## config.mk

```make
export PLATFORM = sky130hd
export DESIGN_NAME = pmc_power_mode_controller
export DESIGN_NICKNAME = d
export VERILOG_FILES = /design/src/verilog/pmc_pkg.sv /design/src/verilog/pmc_power_mode_controller.sv
export SDC_FILE = /design/constraint.sdc
export NUM_CORES = 1
export LEC_CHECK = 0
export ABC_AREA = 0
export BUFFER_PORTS_ARGS = -buffer_cell sky130_fd_sc_hd__buf_2
export CORE_UTILIZATION = 48
export CTS_CLUSTER_DIAMETER = 40
export DETAILED_ROUTE_END_ITERATION = 12
export GPL_TIMING_DRIVEN = 0
export PLACE_DENSITY_LB_ADDON = 0.12
export RECOVER_POWER = 100
export SYNTH_ARGS = -nofsm -noshare
export SYNTH_HDL_FRONTEND = slang
export SYNTH_SLANG_ARGS = --single-unit
```

## constraint.sdc

```tcl
create_clock -name i_ref_clk -period 1.6 [get_ports i_ref_clk]
set_input_delay 0.24 -clock i_ref_clk [delete_from_list [all_inputs] [get_ports i_ref_clk]]
set_output_delay 0.24 -clock i_ref_clk [all_outputs]
set_load 0.02 [all_outputs]
```

## src/verilog/pmc_pkg.sv

```systemverilog
package pmc_pkg;

  // ------------------------------------------------------------------
  // Register map
  // ------------------------------------------------------------------
  localparam logic [3:0] PMC_ADDR_CTRL_STATUS = 4'h0;
  localparam logic [3:0] PMC_ADDR_STATE       = 4'h1;
  localparam logic [7:0] PMC_CTRL_RESET       = 8'h00;

  // ------------------------------------------------------------------
  // Control/status field positions
  // ------------------------------------------------------------------
  localparam int PMC_BIT_PSAVE   = 0;
  localparam int PMC_BIT_FOSC_D  = 1;
  localparam int PMC_BIT_IDLE    = 2;
  localparam int PMC_BIT_HALT    = 3;
  localparam int PMC_BIT_WAITPS  = 5;
  localparam int PMC_BIT_FGOOD   = 6;
  localparam int PMC_BIT_SGOOD   = 7;

  // ------------------------------------------------------------------
  // Modes
  // ------------------------------------------------------------------
  typedef enum logic [2:0] {
    PMC_ACTIVE  = 3'b000,
    PMC_PSAVE   = 3'b001,
    PMC_IDLE    = 3'b010,
    PMC_HALT    = 3'b011,
    PMC_WAKE    = 3'b100
  } pmc_mode_t;

endpackage : pmc_pkg

```

## src/verilog/pmc_power_mode_controller.sv

```systemverilog
// Strobed register access and the address map were decided locally.
`timescale 1ns/1ps

module pmc_power_mode_controller (
  input  wire logic       i_ref_clk,
  input  wire logic       i_rstn,
  input  wire logic [3:0] i_addr,
  input  wire logic [7:0] i_wdata,
  input  wire logic       i_wr,
  input  wire logic       i_rd,
  output logic      [7:0] o_rdata,
  input  wire logic       i_wait_exec,
  input  wire logic       i_wake_unit,
  input  wire logic       i_nmi,
  input  wire logic       i_int_ack,
  input  wire logic       i_fast_osc_stable,
  input  wire logic       i_main_clk_good,
  input  wire logic       i_slow_osc_good,
  input  wire logic       i_slow_src_crystal,
  output logic            o_cpu_stall,
  output logic            o_fast_osc_en,
  output logic            o_mod_fast_clk_en,
  output logic            o_mod_slow_clk_en,
  output logic            o_pmm_twm_clk_en,
  output logic            o_wake_pending,
  output logic      [2:0] o_mode
);

  // ------------------------------------------------------------------
  // State
  // ------------------------------------------------------------------
  pmc_pkg::pmc_mode_t mode_reg, mode_next;
  logic       psave_reg,  psave_next;
  logic       foscd_reg,  foscd_next;
  logic       idle_reg,   idle_next;
  logic       halt_reg,   halt_next;
  logic       waitps_reg, waitps_next;
  logic       pend_reg,   pend_next;
  logic       stall_reg,  stall_next;
  logic       sgood_reg,  sgood_next;
  logic       mgood_reg,  mgood_next;
  logic       sogood_reg, sogood_next;
  logic       cap_reg,    cap_next;
  logic [7:0] rdata_reg,  rdata_next;
  logic       fgood;
  logic       wake_evt;
  logic       wr_cs;
  logic [7:0] cs_view;

  assign wr_cs    = i_wr && (i_addr == pmc_pkg::PMC_ADDR_CTRL_STATUS);
  assign wake_evt = i_wake_unit || i_nmi;
  assign fgood    = i_fast_osc_stable && o_fast_osc_en;

  // ------------------------------------------------------------------
  // Clock-good indicators
  // ------------------------------------------------------------------
  always_comb begin
    cap_next    = 1'b1;
    mgood_next  = mgood_reg;
    sogood_next = sogood_reg;
    if (!cap_reg) begin
      mgood_next  = i_main_clk_good;
      sogood_next = i_slow_osc_good;
    end
    sgood_next = i_slow_src_crystal ? sogood_reg : mgood_reg;
  end

  // ------------------------------------------------------------------
  // Mode sequencing and register bits
  // ------------------------------------------------------------------
  always_comb begin
    mode_next   = mode_reg;
    psave_next  = psave_reg;
    foscd_next  = foscd_reg;
    idle_next   = idle_reg;
    halt_next   = halt_reg;
    waitps_next = waitps_reg;
    stall_next  = stall_reg;
    pend_next   = pend_reg;
    // Latch held until acknowledge; event wins over ack
    if (i_int_ack) begin
      pend_next  = 1'b0;
      stall_next = 1'b0;
    end
    if (wake_evt) begin
      pend_next = 1'b1;
    end
    if (wr_cs) begin
      foscd_next  = i_wdata[pmc_pkg::PMC_BIT_FOSC_D];
      idle_next   = i_wdata[pmc_pkg::PMC_BIT_IDLE];
      halt_next   = i_wdata[pmc_pkg::PMC_BIT_HALT];
      waitps_next = i_wdata[pmc_pkg::PMC_BIT_WAITPS];
      if (mode_reg == pmc_pkg::PMC_ACTIVE && i_wdata[pmc_pkg::PMC_BIT_PSAVE]
          && i_wdata[pmc_pkg::PMC_BIT_WAITPS]) begin
        psave_next = 1'b1;
      end
      if (mode_reg == pmc_pkg::PMC_ACTIVE
          && !i_wdata[pmc_pkg::PMC_BIT_PSAVE]) begin
        psave_next = 1'b0;
      end
    end
    case (mode_reg)
      pmc_pkg::PMC_ACTIVE: begin
        if (i_wait_exec) begin
          stall_next = 1'b1;
          if (halt_reg) begin
            mode_next = pmc_pkg::PMC_HALT;
          end else if (idle_reg && waitps_reg && sgood_reg) begin
            mode_next = pmc_pkg::PMC_IDLE;
          end else if (psave_reg && waitps_reg && sgood_reg) begin
            mode_next = pmc_pkg::PMC_PSAVE;
          end
        end else if (wr_cs && i_wdata[pmc_pkg::PMC_BIT_PSAVE]
                     && !i_wdata[pmc_pkg::PMC_BIT_WAITPS]) begin
          psave_next = 1'b0;
          mode_next  = pmc_pkg::PMC_WAKE;
          if (sgood_reg) begin
            mode_next  = pmc_pkg::PMC_PSAVE;
            psave_next = 1'b1;
          end
        end else if (psave_reg && !waitps_reg && sgood_reg) begin
          mode_next  = pmc_pkg::PMC_PSAVE;
        end
      end
      pmc_pkg::PMC_PSAVE: begin
        if (wake_evt) begin
          mode_next = pmc_pkg::PMC_WAKE;
        end else if (i_wait_exec) begin
          stall_next = 1'b1;
          if (halt_reg) begin
            mode_next = pmc_pkg::PMC_HALT;
          end else if (idle_reg) begin
            mode_next = pmc_pkg::PMC_IDLE;
          end
        end else if (wr_cs && !i_wdata[pmc_pkg::PMC_BIT_PSAVE]) begin
          foscd_next = 1'b0;
          mode_next  = pmc_pkg::PMC_WAKE;
        end
      end
      pmc_pkg::PMC_IDLE, pmc_pkg::PMC_HALT: begin
        if (wake_evt) begin
          mode_next = pmc_pkg::PMC_WAKE;
        end
      end
      default: begin
        // Returning: fast clock must be good before active
        foscd_next = 1'b0;
        if (fgood) begin
          mode_next  = pmc_pkg::PMC_ACTIVE;
          psave_next = 1'b0;
        end
      end
    endcase
    if (wake_evt && mode_reg != pmc_pkg::PMC_ACTIVE) begin
      psave_next = 1'b0;
      foscd_next = 1'b0;
      idle_next  = 1'b0;
      halt_next  = 1'b0;
      if (mode_reg != pmc_pkg::PMC_WAKE) begin
        mode_next = pmc_pkg::PMC_WAKE;
      end
    end
  end

  // ------------------------------------------------------------------
  // Read port
  // ------------------------------------------------------------------
  always_comb begin
    cs_view = pmc_pkg::PMC_CTRL_RESET;
    cs_view[pmc_pkg::PMC_BIT_PSAVE]  = psave_reg;
    cs_view[pmc_pkg::PMC_BIT_FOSC_D] = foscd_reg;
    cs_view[pmc_pkg::PMC_BIT_IDLE]   = idle_reg;
    cs_view[pmc_pkg::PMC_BIT_HALT]   = halt_reg;
    cs_view[pmc_pkg::PMC_BIT_WAITPS] = waitps_reg;
    cs_view[pmc_pkg::PMC_BIT_FGOOD]  = fgood;
    cs_view[pmc_pkg::PMC_BIT_SGOOD]  = sgood_reg;
    rdata_next = 8'h00;
    if (i_rd && i_addr == pmc_pkg::PMC_ADDR_CTRL_STATUS) begin
      rdata_next = cs_view;
    end else if (i_rd && i_addr == pmc_pkg::PMC_ADDR_STATE) begin
      rdata_next = {4'h0, pend_reg, mode_reg};
    end
  end

  always_ff @(posedge i_ref_clk or negedge i_rstn) begin
    if (!i_rstn) begin
      mode_reg   <= pmc_pkg::PMC_ACTIVE;
      psave_reg  <= 1'b0;
      foscd_reg  <= 1'b0;
      idle_reg   <= 1'b0;
      halt_reg   <= 1'b0;
      waitps_reg <= 1'b0;
      pend_reg   <= 1'b0;
      stall_reg  <= 1'b0;
      sgood_reg  <= 1'b0;
      mgood_reg  <= 1'b0;
      sogood_reg <= 1'b0;
      cap_reg    <= 1'b0;
      rdata_reg  <= 8'h00;
    end else begin
      mode_reg   <= mode_next;
      psave_reg  <= psave_next;
      foscd_reg  <= foscd_next;
      idle_reg   <= idle_next;
      halt_reg   <= halt_next;
      waitps_reg <= waitps_next;
      pend_reg   <= pend_next;
      stall_reg  <= stall_next;
      sgood_reg  <= sgood_next;
      mgood_reg  <= mgood_next;
      sogood_reg <= sogood_next;
      cap_reg    <= cap_next;
      rdata_reg  <= rdata_next;
    end
  end

  // ------------------------------------------------------------------
  // Clock gating outputs
  // ------------------------------------------------------------------
  always_comb begin
    o_fast_osc_en = 1'b1;
    if (mode_reg == pmc_pkg::PMC_HALT) begin
      o_fast_osc_en = 1'b0;
    end else if ((mode_reg == pmc_pkg::PMC_PSAVE
                  || mode_reg == pmc_pkg::PMC_IDLE)
                 && foscd_reg && i_slow_src_crystal) begin
      o_fast_osc_en = 1'b0;
    end
  end

  assign o_mod_fast_clk_en = (mode_reg == pmc_pkg::PMC_ACTIVE);
  assign o_mod_slow_clk_en = (mode_reg == pmc_pkg::PMC_PSAVE);
  assign o_pmm_twm_clk_en  = (mode_reg != pmc_pkg::PMC_HALT);
  assign o_cpu_stall       = stall_reg;
  assign o_wake_pending    = pend_reg;
  assign o_mode            = mode_reg;
  assign o_rdata           = rdata_reg;
endmodule : pmc_power_mode_controller
```

==> flow_summary.json <==
{
  "cts_num_sinks": 21,
  "r2r-start": "o_mode[0]",
  "utilization_pct": 67.8,
  "hp-class": "input port to flip-flop",
  "leakage_uw": 0.000703,
  "cts_tree": "done",
  "route.detailed.drc": 0,
  "die_h_um": 50.0,
  "place_area_um2": 1310,
  "io-pin-count": 41,
  "syn_area_um2": 1100,
  "grt.overflow.total": 0,
  "gp_congestion": 0.855,
  "synthArstFlopShare_pct": 100,
  "cp.arrival_ns": 1.35,
  "grt_pass1_wl_um": 4020,
  "grt_max_degree": 22,
  "wire_per_inst_um": 13.4,
  "routed_via_density": 5.31,
  "num_rows": 16,
  "reg2reg_depth": 5,
  "crit_fanout": 2,
  "crit_cells": 4,
  "nNetsFinal": 178,
  "yosysSeqAreaShare_pct": 47.6,
  "insertion_delay_ns": 0.30,
  "largest_reg_flops": 7,
  "yosys_warnings": 0,
  "period_minus_slack_ns": 1.59,
  "final_common_cell": "buf_2",
  "synthTopCellsByArea": "dfrtp_1 48%, mux2i_1 6.3%, a21oi_1 3.6%",
  "via_count": 955,
  "startpoint_type": "flip-flop",
  "synth_cells": 110,
  "syn_to_final_growth_pct": 26.6,
  "ir_worst_vdd_mv": 0.887,
  "port_buffers": 34,
  "rrSetupSlack_ns": 0.15,
  "fin_setup_tns_ns": 0,
  "synth_top_area_share_pct": 47.6,
  "crit_chain": "and2_1 > maj3_2 > nand2b_4 > buf_6",
  "worstSetupPathType": "flip-flop to primary output",
  "grt_pass1_vias": 904,
  "start_util_pct": 53.5,
  "grt_antenna_before_repair": 0,
  "drv_cap": 0,
  "finClkSkew_ns": 0.00249,
  "status": "completed",
  "worst-path-buf-inv": 1,
  "drt_first_pass_iters": 4,
  "routed_wl_um": 2420,
  "r2r-end": "o_mode[2]",
  "synth_area_per_cell_um2": 10.0,
  "die_x_um": 50.0,
  "max_freq_ghz": 0.628,
  "yosysUniqueCellTypes": 36,
  "fin_area_um2": 1400,
  "endpoint": "o_fast_osc_en",
  "hold_viol": 0,
  "synth_edf_count": 0,
  "clock-root-buffer": "clkbuf_4",
  "cts_htree_levels": 1,
  "rsz0062_at_grt": "true",
  "n_antenna_cell": 0,
  "slowest_delay_ns": 0.39,
  "core_um2": 2060,
  "clk_pin_slew_worst_paths_ns": 0.11,
  "clk_path_buf_depth": 2,
  "pwr_density_cell_nw_per_um2": 1130,
  "drive_gt1_share_pct": 35.3,
  "synth_nets": 134,
  "track_usage_pct": 22.0,
  "layout_common_cells": "25 x buf_2, 20 x dfrtp_1, 10 x buf_4, 10 x nor2_1",
  "cp-startpoint": "foscd_reg",
  "synth_top_area_cell": "dfrtp_1",
  "endpoint_kind": "primary output",
  "numCtsBuffers": 3,
  "hpwl_um": 1760,
  "ys_seq_elements": 21,
  "required_ns": 1.36,
  "period_share_pct": 99.5,
  "drv_slew": 0,
  "ant_nets": 0,
  "slowest_stage": "dfrtp_1",
  "die-area_um2": 2500,
  "drtIter0Drc": 17,
  "crit_family": "flip-flops",
  "setup_viol": 0,
  "synthFlopType": "dfrtp_1"
}
-- through the flow --
stage	hold slack, ns	worst slack, ns	instances	total power (uW)
2_1_floorplan	-0.0556	0.119	110	1050
3_3_place_gp	0.211	0.107	171	1230
3_5_place_dp	0.219	0.113	171	1240
4_1_cts	0.153	-0.0300	180	1590
5_1_grt	0.151	-0.0493	180	1670
6_report	0.161	0.00852	180	1570
-- cell families (layout without fill, tap and decap cells) --
| family | after synthesis | count (layout) | synth area share (%) |
|---|---|---|---|
| simple gates | 40 | 40 | 21.4 |
| mux | 10 | 10 | 9.41 |
| fa+ha+maj | 1 | 1 | 0.907 |
| compound gates | 22 | 22 | 12.8 |
| other cells | 2 | 2 | 0.681 |
| buf+inv | 14 | 57 | 7.14 |
| flops | 21 | 21 | 47.6 |
-- how the worst min path moves through the flow --
stage,cells past startpoint,endpoint,slack (ns),startpoint
after global placement,1,o_rdata[6],0.21,i_rstn
after global routing,2,sogood_reg,0.15,i_slow_osc_good
final,2,sogood_reg,0.16,i_slow_osc_good
after detailed placement,1,o_rdata[1],0.22,i_rstn
after CTS,2,mgood_reg,0.15,i_main_clk_good
after floorplan,0,cap_reg,-0.06,i_rstn
-- area by class of cell --
class | instances | area [um^2]
timing repair buffer | 41 | 229
sequential | 21 | 527
clock inverter | 1 | 5.00
tap | 27 | 33.8
clock buffer | 3 | 22.5
inverter | 6 | 22.5
multi-input combinational | 75 | 513
fill | 190 | 664
buffer | 6 | 45.0
-- power breakdown --
part	switching [uW]	internal, uW
combinational	357	306
clock	157	93.3
sequential	66.7	593
-- timing repair --
action | 4_1_cts | 5_1_grt
endpoints found under the hold margin | 21 | 0
buffers inserted | 5 | 1
pin swaps | 1 | 0
resized for setup | 7 | 3
hold buffers | 1 | 0
setup endpoints to repair | 2 | 3
-- synth_stat cells (3+ instances only) --
cell type  count
nand3_1        5
nand2_1        5
nand2b_1       4
a21oi_1        8
buf_4          5
mux2i_1        7
nor2_1        10
dfrtp_1       21
mux2_2         3
inv_1          6
o21ai_0        3
-- metal layers --
metal	vias up	wire (um)	share of wire [%]	GRT usage [%]
met2	34	1210	50	36.9
li1	466	-	-	-
met1	453	1090	45	27.0
met4	0	15	0.62	8.10
met3	2	104	4.3	5.56
met5	-	0	0	0
Note: power is estimated with default switching activity, not from simulation.
